[config.mk]
export PLATFORM = sky130hd
export DESIGN_NAME = hvc_chopper_switch
export DESIGN_NICKNAME = d
export VERILOG_FILES = /design/src/design/hvc_pkg.sv /design/src/design/hvc_speed_cmp.sv /design/src/design/hvc_fs_gate.sv /design/src/design/hvc_chopper_switch.sv
export SDC_FILE = /design/constraint.sdc
export NUM_CORES = 1
export LEC_CHECK = 0
export ABC_AREA = 0
export BUFFER_PORTS_ARGS = -buffer_cell sky130_fd_sc_hd__buf_2
export CORE_MARGIN = 3
export CORE_UTILIZATION = 60
export CTS_CLUSTER_DIAMETER = 50
export CTS_CLUSTER_SIZE = 28
export DETAILED_ROUTE_END_ITERATION = 7
export HOLD_SLACK_MARGIN = 0.08
export PLACE_DENSITY_LB_ADDON = 0.08
export SYNTH_ARGS = -nofsm -noshare
export SYNTH_HDL_FRONTEND = slang
export SYNTH_SLANG_ARGS = --single-unit
[constraint.sdc]
create_clock -name clk_sys -period 11.4 [get_ports clk_sys]
set_input_delay 1.14 -clock clk_sys [delete_from_list [all_inputs] [get_ports clk_sys]]
set_output_delay 1.14 -clock clk_sys [all_outputs]
set_load 0.005 [all_outputs]
[src/design/hvc_pkg.sv]
package hvc_pkg;

  // Register offsets on the plain register port (byte addresses).
  localparam logic [3:0] ADDR_CFG    = 4'h0;
  localparam logic [3:0] ADDR_THR    = 4'h4;
  localparam logic [3:0] ADDR_STATUS = 4'h8;

  // Field positions in the configuration register.
  localparam int CFG_HYST_BIT    = 0;
  localparam int CFG_FS_EN_BIT   = 1;
  localparam int CFG_CHM_EN_BIT  = 2;
  localparam int CFG_PWM_EN_BIT  = 3;
  localparam int CFG_CHM_BIT     = 4;
  localparam int CFG_FD_BIT      = 5;
  localparam int CFG_TOFF_LSB    = 8;
  localparam int CFG_TOFF_W      = 4;

  // Field positions in the status register.
  localparam int STS_HIGH_BIT    = 0;
  localparam int STS_FS_BIT      = 1;
  localparam int STS_PWM_BIT     = 2;
  localparam int STS_ARMED_BIT   = 3;

  // Reset values.
  localparam logic [31:0] CFG_RESET = 32'h0000_0000;
  localparam logic [31:0] THR_RESET = 32'h0000_0000;

  // Hysteresis shifts: 1/16 when the bit is clear, 1/32 when set.
  localparam int HYST_SHIFT_WIDE   = 4;
  localparam int HYST_SHIFT_NARROW = 5;

  // A 45 degree point is where the low bits of the position equal this.
  localparam logic [7:0] POS_45_LOW = 8'h80;

endpackage

[src/design/hvc_speed_cmp.sv]
`timescale 1ns/1ps
// Velocity comparator with hysteresis against the upper speed threshold.
module hvc_speed_cmp #(
  parameter int TPW = 20
) (
  input  wire logic           clk_sys,
  input  wire logic           rst,
  input  wire logic [TPW-1:0] measured_step_period,
  input  wire logic [TPW-1:0] upper_speed_threshold,
  input  wire logic           hyst_narrow,
  output logic                high_vel_r
);

  initial
  begin
    if (TPW < 8 || TPW > 32)
      $error("hvc_speed_cmp: TPW out of range");
  end

  // Period scaled by 15/16 or 31/32, minus one, saturating at zero.
  function automatic logic [TPW-1:0] scale_period(
    input logic [TPW-1:0] p,
    input logic           narrow
  );
    logic [TPW-1:0] part;
    part = narrow ? (p >> hvc_pkg::HYST_SHIFT_NARROW)
                  : (p >> hvc_pkg::HYST_SHIFT_WIDE);
    if (p - part == '0)
      scale_period = '0;
    else
      scale_period = p - part - TPW'(1);
  endfunction

  logic [TPW-1:0] scaled_period;
  logic           enter_high;
  logic           stay_high;
  logic           high_vel_nxt;

  // Entering uses the raw period, staying uses the scaled one, so a
  // period hovering at the threshold does not make the mode chatter.
  assign scaled_period = scale_period(measured_step_period, hyst_narrow);
  assign enter_high    = measured_step_period <= upper_speed_threshold;
  assign stay_high     = scaled_period <= upper_speed_threshold;
  assign high_vel_nxt  = high_vel_r ? stay_high : enter_high;

  // Velocity state register.
  always_ff @(posedge clk_sys or posedge rst)
  begin
    if (rst)
      high_vel_r <= 1'b0;
    else
      high_vel_r <= high_vel_nxt;
  end

  chk_enter_raw_period: assert property (@(posedge clk_sys) disable iff (rst)
    (!high_vel_r && measured_step_period <= upper_speed_threshold) |=> high_vel_r)
    else $error("Velocity state missed entering high velocity.");

  chk_leave_scaled: assert property (@(posedge clk_sys) disable iff (rst)
    (high_vel_r && !hyst_narrow &&
     measured_step_period - (measured_step_period >> 4) - TPW'(1)
       > upper_speed_threshold && measured_step_period > 16)
    |=> !high_vel_r)
    else $error("Velocity state did not leave high velocity.");

endmodule

[src/design/hvc_fs_gate.sv]
`timescale 1ns/1ps
// Fullstep switch that changes state only at a 45 degree position.
module hvc_fs_gate #(
  parameter int MW = 10,
  parameter int CW = 9
) (
  input  wire logic          clk_sys,
  input  wire logic          rst,
  input  wire logic          fs_request,
  input  wire logic [MW-1:0] ustep_position,
  input  wire logic [CW-1:0] table_cur_a,
  input  wire logic [CW-1:0] table_cur_b,
  output logic               fullstep_r,
  output logic [CW-1:0]      fs_cur_a_r,
  output logic [CW-1:0]      fs_cur_b_r
);

  initial
  begin
    if (MW < 8)
      $error("hvc_fs_gate: MW must be at least 8");
  end

  logic at_45;

  // A 45 degree point sits in the middle of every quarter wave.
  assign at_45 = ustep_position[7:0] == hvc_pkg::POS_45_LOW;

  // Mode changes both ways only at 45 degrees to keep the current steady.
  always_ff @(posedge clk_sys or posedge rst)
  begin
    if (rst)
      fullstep_r <= 1'b0;
    else if (at_45)
      fullstep_r <= fs_request;
  end

  // The table entry at 45 degrees is kept as the fullstep target current.
  always_ff @(posedge clk_sys or posedge rst)
  begin
    if (rst)
    begin
      fs_cur_a_r <= '0;
      fs_cur_b_r <= '0;
    end
    else if (at_45)
    begin
      fs_cur_a_r <= table_cur_a;
      fs_cur_b_r <= table_cur_b;
    end
  end

  chk_fs_only_45: assert property (@(posedge clk_sys) disable iff (rst)
    $rose(fullstep_r) |-> $past(ustep_position[7:0]) == hvc_pkg::POS_45_LOW)
    else $error("Fullstep entered away from 45 degrees.");

endmodule

[src/design/hvc_chopper_switch.sv]
`timescale 1ns/1ps
module hvc_chopper_switch #(
  parameter int TPW = 20,
  parameter int MW  = 10,
  parameter int CW  = 9
) (
  input  wire logic          clk_sys,
  input  wire logic          rst,
  input  wire logic [3:0]    reg_addr,
  input  wire logic [31:0]   reg_wdata,
  input  wire logic          reg_wr,
  input  wire logic          reg_rd,
  output logic [31:0]        reg_rdata_r,
  input  wire logic [TPW-1:0] measured_step_period,
  input  wire logic          standstill,
  input  wire logic [MW-1:0] ustep_position,
  input  wire logic [CW-1:0] table_cur_a,
  input  wire logic [CW-1:0] table_cur_b,
  output logic [CW-1:0]      coil_cur_a_r,
  output logic [CW-1:0]      coil_cur_b_r,
  output logic               fullstep_r,
  output logic               chm_r,
  output logic               fast_decay_select_r,
  output logic [4:0]         toff_r,
  output logic               pwm_active_r,
  output logic               high_vel_r
);

  initial
  begin
    // The threshold read-back pads with zeros, so a full word is refused.
    if (TPW < 8 || TPW > 31 || CW < 1 || MW < 8)
      $error("hvc_chopper_switch: unsupported width");
  end

  // Software-written configuration and threshold.
  logic [31:0]    cfg_r;
  logic [TPW-1:0] thr_r;
  logic           pwm_armed_r;
  logic           pwm_armed_nxt;

  // Results from the leaf blocks.
  logic           high_vel_w;
  logic           fs_state_w;
  logic [CW-1:0]  fs_cur_a_w;
  logic [CW-1:0]  fs_cur_b_w;

  // Decoded configuration bits.
  logic           hyst_narrow;
  logic           fs_en;
  logic           chm_en;
  logic           pwm_en;
  logic           chm_base;
  logic           fd_base;
  logic [3:0]     toff_base;

  assign hyst_narrow = cfg_r[hvc_pkg::CFG_HYST_BIT];
  assign fs_en       = cfg_r[hvc_pkg::CFG_FS_EN_BIT];
  assign chm_en      = cfg_r[hvc_pkg::CFG_CHM_EN_BIT];
  assign pwm_en      = cfg_r[hvc_pkg::CFG_PWM_EN_BIT];
  assign chm_base    = cfg_r[hvc_pkg::CFG_CHM_BIT];
  assign fd_base     = cfg_r[hvc_pkg::CFG_FD_BIT];
  assign toff_base   = cfg_r[hvc_pkg::CFG_TOFF_LSB +: hvc_pkg::CFG_TOFF_W];

  // Register port decode.
  logic wr_cfg;
  logic wr_thr;
  logic rd_cfg;
  logic rd_thr;
  logic rd_sts;

  assign wr_cfg = reg_wr && reg_addr == hvc_pkg::ADDR_CFG;
  assign wr_thr = reg_wr && reg_addr == hvc_pkg::ADDR_THR;
  assign rd_cfg = reg_rd && reg_addr == hvc_pkg::ADDR_CFG;
  assign rd_thr = reg_rd && reg_addr == hvc_pkg::ADDR_THR;
  assign rd_sts = reg_rd && reg_addr == hvc_pkg::ADDR_STATUS;

  // Configuration and threshold registers.
  always_ff @(posedge clk_sys or posedge rst)
  begin
    if (rst)
    begin
      cfg_r <= hvc_pkg::CFG_RESET;
      thr_r <= hvc_pkg::THR_RESET[TPW-1:0];
    end
    else
    begin
      if (wr_cfg)
        cfg_r <= reg_wdata;
      if (wr_thr)
        thr_r <= reg_wdata[TPW-1:0];
    end
  end

  // Status word and read mux; unmapped addresses read as zero.
  logic [31:0] status_w;
  logic [31:0] rdata_nxt;

  assign status_w  = {28'h0, pwm_armed_r, pwm_active_r, fullstep_r,
                      high_vel_r};
  assign rdata_nxt = rd_cfg ? cfg_r
                   : rd_thr ? {{(32-TPW){1'b0}}, thr_r}
                   : rd_sts ? status_w
                   : 32'h0000_0000;

  // Read data stand only in the cycle after the read strobe.
  always_ff @(posedge clk_sys or posedge rst)
  begin
    if (rst)
      reg_rdata_r <= 32'h0000_0000;
    else
      reg_rdata_r <= rdata_nxt;
  end

  // Velocity comparison against the upper speed threshold.
  hvc_speed_cmp #(
    .TPW (TPW)
  ) u_cmp (
    .clk_sys               (clk_sys),
    .rst                   (rst),
    .measured_step_period  (measured_step_period),
    .upper_speed_threshold (thr_r),
    .hyst_narrow           (hyst_narrow),
    .high_vel_r            (high_vel_w)
  );

  // Fullstep is only requested when its enable is set.
  logic fs_request;

  assign fs_request = fs_en && high_vel_w;

  hvc_fs_gate #(
    .MW (MW),
    .CW (CW)
  ) u_fs (
    .clk_sys        (clk_sys),
    .rst            (rst),
    .fs_request     (fs_request),
    .ustep_position (ustep_position),
    .table_cur_a    (table_cur_a),
    .table_cur_b    (table_cur_b),
    .fullstep_r     (fs_state_w),
    .fs_cur_a_r     (fs_cur_a_w),
    .fs_cur_b_r     (fs_cur_b_w)
  );

  // Chopper override; independent of the fullstep path so both can act.
  logic       chm_force;
  logic       chm_nxt;
  logic       fd_nxt;
  logic [4:0] toff_nxt;

  assign chm_force = chm_en && high_vel_w;
  assign chm_nxt   = chm_force ? 1'b1 : chm_base;
  assign fd_nxt    = chm_force ? 1'b0 : fd_base;
  // Doubling keeps the chopper frequency from doubling while chm_force holds.
  assign toff_nxt  = chm_force ? {toff_base, 1'b0}
                               : {1'b0, toff_base};

  // A rising enable is held back until standstill; a falling one acts now.
  assign pwm_armed_nxt = !pwm_en ? 1'b0
                       : (pwm_armed_r || standstill);

  // Coil current: fullstep uses the held 45 degree entry.
  logic [CW-1:0] cur_a_nxt;
  logic [CW-1:0] cur_b_nxt;

  assign cur_a_nxt = fs_state_w ? fs_cur_a_w : table_cur_a;
  assign cur_b_nxt = fs_state_w ? fs_cur_b_w : table_cur_b;

  // Output registers; every output comes straight from a flip-flop.
  always_ff @(posedge clk_sys or posedge rst)
  begin
    if (rst)
    begin
      chm_r               <= 1'b0;
      fast_decay_select_r <= 1'b0;
      toff_r              <= 5'h00;
      pwm_armed_r         <= 1'b0;
      pwm_active_r        <= 1'b0;
      fullstep_r          <= 1'b0;
      high_vel_r          <= 1'b0;
      coil_cur_a_r        <= '0;
      coil_cur_b_r        <= '0;
    end
    else
    begin
      chm_r               <= chm_nxt;
      fast_decay_select_r <= fd_nxt;
      toff_r              <= toff_nxt;
      pwm_armed_r         <= pwm_armed_nxt;
      pwm_active_r        <= pwm_armed_nxt && !high_vel_w;
      fullstep_r          <= fs_state_w;
      high_vel_r          <= high_vel_w;
      coil_cur_a_r        <= cur_a_nxt;
      coil_cur_b_r        <= cur_b_nxt;
    end
  end

  // Checks next to the logic they guard.
  chk_chm_forced_high: assert property (@(posedge clk_sys) disable iff (rst)
    (chm_en && high_vel_w) |=> (chm_r && !fast_decay_select_r))
    else $error("Chopper mode not forced at high velocity.");

  chk_toff_doubled: assert property (@(posedge clk_sys) disable iff (rst)
    (chm_en && high_vel_w) |=> toff_r == {$past(toff_base), 1'b0})
    else $error("Off time not doubled at high velocity.");

  chk_chm_unchanged: assert property (@(posedge clk_sys) disable iff (rst)
    !chm_en |=> (chm_r == $past(chm_base) &&
                 fast_decay_select_r == $past(fd_base) &&
                 toff_r == {1'b0, $past(toff_base)}))
    else $error("Chopper mode changed while override disabled.");

  chk_no_fs_disabled: assert property (@(posedge clk_sys) disable iff (rst)
    (!fs_en && !fs_state_w) |=> !fs_state_w)
    else $error("Fullstep entered with enable clear.");

  chk_fs_current: assert property (@(posedge clk_sys) disable iff (rst)
    fs_state_w |=> (coil_cur_a_r == $past(fs_cur_a_w) &&
                   coil_cur_b_r == $past(fs_cur_b_w)))
    else $error("Fullstep current is not the held 45 degree entry.");

  chk_pwm_standstill: assert property (@(posedge clk_sys) disable iff (rst)
    $rose(pwm_armed_r) |-> $past(standstill))
    else $error("Quiet PWM armed while moving.");

  chk_pwm_off_fast: assert property (@(posedge clk_sys) disable iff (rst)
    !pwm_en |=> (!pwm_armed_r && !pwm_active_r))
    else $error("Quiet PWM stayed on after disable.");

  chk_both_modes: assert property (@(posedge clk_sys) disable iff (rst)
    (fs_state_w && chm_en && high_vel_w) |=> (fullstep_r && chm_r))
    else $error("Fullstep and chopper change did not coexist.");

  // Quiet PWM is never active while the velocity is above the threshold.
  chk_pwm_not_high: assert property (@(posedge clk_sys) disable iff (rst)
    high_vel_w |=> !pwm_active_r)
    else $error("Quiet PWM active at high velocity.");

  // A forced mode must fall back to the base bits once velocity drops.
  chk_chm_release: assert property (@(posedge clk_sys) disable iff (rst)
    !high_vel_w |=> (chm_r == $past(chm_base) &&
                     fast_decay_select_r == $past(fd_base)))
    else $error("Chopper mode stayed forced below the threshold.");

  // Read data must not linger past the single cycle after a strobe.
  chk_rdata_idle: assert property (@(posedge clk_sys) disable iff (rst)
    !reg_rd |=> reg_rdata_r == 32'h0000_0000)
    else $error("Read data present without a read strobe.");

  // The exported velocity flag follows the internal one by one cycle.
  chk_hv_follow: assert property (@(posedge clk_sys) disable iff (rst)
    1'b1 |=> high_vel_r == $past(high_vel_w))
    else $error("Velocity flag output does not follow its state.");

endmodule

# Word level (Yosys, flattened, before mapping)
# Cells that the tools add are included.
# Widths: inputs -> output; s select.
[totals] word_cells=47 out_inout_bits=60 regBits=133 input_bits=89
[classes] n_addsub=2 magnitude_cmp=2 muxes=12 n_eq_ne=3 reduce_logical=12
[op_table] cell="$le 20x20->1" count=2
[op_table] cell="$mux 20" count=2
[op_table] cell="$mux 32" count=1
[op_table] cell="$logic_not 20->1" count=1
[op_table] cell="$sub 20x1->20 const B" count=1
[op_table] cell="$sub 20x20->20" count=1
[op_table] cell="$mux 9" count=2
[op_table] cell="$mux 16" count=1
[op_table] cell="$eq 8x8->1 const B" count=1
[op_table] cell="$logic_and 1x1->1" count=8
[op_table] cell="$mux 5" count=1
[op_table] cell="$eq 4x3->1 const B" count=1
[op_table] cell="$eq 4x4->1 const B" count=1
[op_table] cell="$logic_not 4->1" count=1
[op_table] cell="$mux 1" count=4
[op_table] cell="$mux 4" count=1
[op_table] cell="$logic_not 1->1" count=1
[op_table] cell="$logic_or 1x1->1" count=1

# Depth between registers and ports, before layout
[depth] depth_word=6 mapped_depth=24 ltp_nobuf=21

# Cells and area by module
# From an unflattened synthesis, not the netlist that was laid out.
[unflattened] hier_cells=682 area_unflattened_um2=7873.8
[by_module_without_submodules] module="hvc_chopper_switch" area_per_inst_um2=4280.4 cells_each=262 instances=1 seq_area_each_um2=2827.7
[by_module_without_submodules] module="hvc_speed_cmp" area_per_inst_um2=2795.2 cells_each=377 instances=1 seq_area_each_um2=25.0
[by_module_without_submodules] module="hvc_fs_gate" area_per_inst_um2=798.3 cells_each=43 instances=1 seq_area_each_um2=475.5

# Least setup slack after synthesis
# No wires, ideal clock.
[synth_timing] path_kind="input-to-reg" start="input measured_step_period[5]" end="register u_cmp.high_vel_r" setup_time_ps=65 arrival_time_ps=5430 stages=23 path_buffers=2 required_ps=11335 setup_slack_ps=5905 path_cell_list="mux2_2 ha_1 inv_1 fa_1 a21oi_1 o221ai_4 nand2_2 nor4_2 a211oi_1 or4_1 buf_2 nor4_4 buf_4 nor2_1 ha_1 a21o_1 a21o_1 a21o_1 a21o_1 a21oi_1 o21ai_0 a21oi_1 o22a_1"
[synth_via] elab_chain_len=6 elab_cells_between_ends=8 classes_between="2 x add/sub; 2 x order compare; 3 x mux; 1 x reduce/logical"
[synth_rtl] element="from (decl)" line="hvc_chopper_switch.sv:14" rtl="input wire logic [TPW-1:0] measured_step_period,"
[synth_rtl] element="$mux 16" line="hvc_speed_cmp.sv:26" rtl="part = narrow ? (p >> hvc_pkg::HYST_SHIFT_NARROW)"
[synth_rtl] element="$sub 20x20->20" line="hvc_speed_cmp.sv:28, hvc_speed_cmp.sv:31"
[synth_rtl] element="$sub 20x1->20 / $logic_not 20->1 (equally long branches)" line="hvc_speed_cmp.sv:31, hvc_speed_cmp.sv:28"
[synth_rtl] element="$mux 20" line="hvc_speed_cmp.sv:28" rtl="if (p - part == '0)"
[synth_rtl] element="$le 20x20->1" line="hvc_speed_cmp.sv:43" rtl="assign stay_high = scaled_period <= upper_speed_threshold;"
[synth_rtl] element="$mux 1 (*)" line="hvc_speed_cmp.sv:44" rtl="assign high_vel_nxt = high_vel_r ? stay_high : enter_high;"
[synth_rtl] element="via u_cmp.high_vel_nxt" line="hvc_speed_cmp.sv:37" rtl="logic high_vel_nxt;"
[synth_rtl] element="to (signal assigned)" line="hvc_speed_cmp.sv:52" rtl="high_vel_r <= high_vel_nxt;"
[synth_rtl] element="to (decl)" line="hvc_speed_cmp.sv:11" rtl="output logic high_vel_r"
# Mark *: on every way through the listed nets, which the timed path passes. The rest lies on a longest branch.
# A chain may end at the register's enable or synchronous reset.

# Worst setup path in the final report
[layout_timing] start="register cfg_r[0]" end="register u_cmp.high_vel_r"
[layout_via] elab_chain_len=6 elab_cells_between_ends=7 classes_between="2 x add/sub; 1 x order compare; 3 x mux; 1 x reduce/logical"
[layout_rtl] element="from (decl)" line="hvc_chopper_switch.sv:37" rtl="logic [31:0] cfg_r;"
[layout_rtl] element="from (signal assigned)" line="hvc_chopper_switch.sv:83" rtl="cfg_r <= hvc_pkg::CFG_RESET;"
[layout_rtl] element="from (signal assigned)" line="hvc_chopper_switch.sv:89" rtl="cfg_r <= reg_wdata;"
[layout_rtl] element="$mux 16 (*)" line="hvc_speed_cmp.sv:26"
[layout_rtl] element="$sub 20x20->20 (*)" line="hvc_speed_cmp.sv:28, hvc_speed_cmp.sv:31"
[layout_rtl] element="$sub 20x1->20 / $logic_not 20->1 (equally long branches)" line="hvc_speed_cmp.sv:31, hvc_speed_cmp.sv:28"
[layout_rtl] element="$mux 20 (*)" line="hvc_speed_cmp.sv:28"
[layout_rtl] element="$le 20x20->1 (*)" line="hvc_speed_cmp.sv:43"
[layout_rtl] element="$mux 1 (*)" line="hvc_speed_cmp.sv:44"
[layout_rtl] element="via u_cmp.high_vel_nxt" line="hvc_speed_cmp.sv:37"
# Marks and branches as above.

==> metrics <==
outcome complete, no violations; Leak 4.444 nW; vias in the first global route 6168; first-pass iteration count of the detailed router 5; first-iteration detailed-routing DRC count 441; setup bufs post-CTS 0; grt ovf 0; Detailed Route WL 19190 µm; share of flip-flops with an asynchronous set or reset 100.0%; core box area 12210 µm²; Final Hold Vio Count 0; maxcap violations 0; most common cell after layout, fill and taps aside buf_2; worst vdd ir 0.0001177 V; fin crit share 55.08%; Synth area leaders dfrtp_1, mux2_2, ha_1; Setup CP Type flip-flop to flip-flop; Slew @ Worst Pin 1260 ps; cell count after synthesis 679; Period minus WS final 6279 ps; clk buf depth 2; IO buf count 146; routability cong. 0.9297; worst min path class flip-flop to flip-flop; antenna violations before repair 0; Reg clk slew, reported paths 60 ps; synth warn 0; flops & latches, synth 133; ANT cells 0; setup_tns 0 ps; Power Dens Cells 184.3 nW/µm²; Critical Path Sink Type flip-flop; Seq/Total Area, Yosys 43.77%; clk_lat worst skew 410 ps; TritonCTS Buffers 17; top cell type's share of synthesized area 43.77%; CTS sink count 133; RSZ-0062 raised after global routing false; Starting Density 62.26%; gr usage total 27.74%; row count 40; Crit path arrival time 6630 ps; Fmax 159.2 MHz; first-pass GRT wire length 30950 µm; CTS tree built; required time of the critical path 11750 ps; Antenna Violating Nets Remaining 0; Final #Nets 960; most frequent cells in the layout buf_2, dfrtp_1, mux2_2; Post-synth EDFFs 0; share of cells above drive strength 1 35.23%; Rel. slew slack 16.00%; Die X 118.6 µm; DR vias/cell 5.936; Synth area leader dfrtp_1; Hold Buf Count CTS 0; Tot Pwr 1.670 mW; flop2flop setup slack 5120 ps; hold slack final 479.1 ps; DRC 0; max-slew violations 0; synthesis-to-finish area growth 19.12%; pin count of the biggest net entering global routing 82; syn_area_per_cell 11.20 µm²; Post-Route Skew 5.957 ps; Netlist Area Pre-Place 7604 µm²; clock root buffer clkbuf_16; # IOs 149; Yosys cell types 76; syn_nets 826; Die Height 118.6 µm; CP Launch Type flip-flop; final setup fails 0; number of H-tree levels 4; HPWL Detailed 13620 µm; Main synth FF type dfrtp_1; Worst Path Max Fanout 18; post-cts gate resize count 0; vias 5900; WL per Instance 19.31 µm; DIE AREA 14060 µm²
per-layer routing:
metal | vias up | GRT usage (%) | part of all wire (%)
met5 | - | 0 | 0
met4 | 0 | 9.486 | 2.3
met3 | 44 | 5.789 | 4.9
met2 | 195 | 46.93 | 50
met1 | 2887 | 35.49 | 43
li1 | 2774 | - | -
cell type report:
cell class | count | area (µm²)
timing repair buffer | 147 | 738.2
multi-input combinational | 482 | 4026
clock inverter | 14 | 200.2
tap | 168 | 210.2
clock buffer | 18 | 429.2
fill | 870 | 3154
inverter | 32 | 125.1
sequential | 133 | 3328
worst paths after layout:
path                           start                  to  cells past startpoint
max in group asynchronous        rst  u_fs.fs_cur_b_r[3]                      3
max reg2reg                 cfg_r[0]    u_cmp.high_vel_r                     21
min in group asynchronous        rst           cfg_r[27]                      2
min                        cfg_r[29]     reg_rdata_r[29]                      1
max                         cfg_r[0]    u_cmp.high_vel_r                     21
min reg2reg                cfg_r[29]     reg_rdata_r[29]                      1
registers in the layout, indices dropped and copies added, names as in the netlist:
register and cells:
fullstep_r 1, high_vel_r 1, u_fs.fs_cur_a_r 9, coil_cur_b_r 9
pwm_armed_r 1, u_cmp.high_vel_r 1, toff_r 5, reg_rdata_r 32
u_fs.fs_cur_b_r 9, chm_r 1, fast_decay_select_r 1, cfg_r 32
u_fs.fullstep_r 1, thr_r 20, coil_cur_a_r 9, pwm_active_r 1
cells by family (layout without fill, tap and decap cells):
kind of cell    after synthesis  after routing  synth area share [%]
fa+ha+maj                    58             58                 9.643
simple gates                157            157                 11.67
mux                         108            108                 15.76
flops                       133            133                 43.77
compound gates              140            140                 13.59
xor+xnor                     19             19                 2.189
buf+inv                      64            211                 3.373
worst max-delay path: stages (launching register included):
cell and delay [ps]:
dfrtp_1 950, mux2_2 420, ha_1 210, inv_1 80
fa_1 240, a21oi_1 170, o221ai_4 300, nand2_2 150
nor4_2 330, a211oi_1 140, or4_1 680, nor4_4 790
nor2_1 140, ha_1 340, a21o_1 160, a21o_1 190
a21o_1 190, a21o_1 180, a21oi_1 140, o21ai_0 110
a21oi_1 160, o22a_1 140
cells in the mapped netlist (3+ instances only):
cell      count
dfrtp_1     133
mux2_2       94
ha_1         57
a21oi_1      32
inv_1        32
nand2_1      27
nor2_1       25
a21o_1       24
clkbuf_1     20
and2_1       18
a22o_1       16
xnor2_1      15
mux2i_1      14
nand3_1      14
o21ai_0      13
nand4_1      11
nor3_1       10
buf_2         9
a211oi_1      8
and3_1        7
nand2b_1      7
nor4_1        7
nor2b_1       5
a22oi_1       4
xor2_1        4
and3b_1       3
nand3b_1      3
nor3b_1       3
nor4b_1       3
o21a_1        3
o221ai_1      3
o22ai_1       3
power by group:
part | switching (mW) | internal (mW) | leakage [nW]
sequential | 0.0534 | 0.541 | 1.70
combinational | 0.266 | 0.229 | 2.44
clock | 0.212 | 0.368 | 0.298
stage by stage:
step	std cells	cell area (µm²)	worst slack [ps]	util, %
floorplan	679	7604	5905	-
CTS	994	9057	5181	74.17
finish	994	9057	5121	74.17
detailed placement	962	8428	5034	69.02
global placement	962	8428	5175	69.02
global route	994	9057	4577	74.17
No activity file was read; power rests on OpenSTA's default activity.
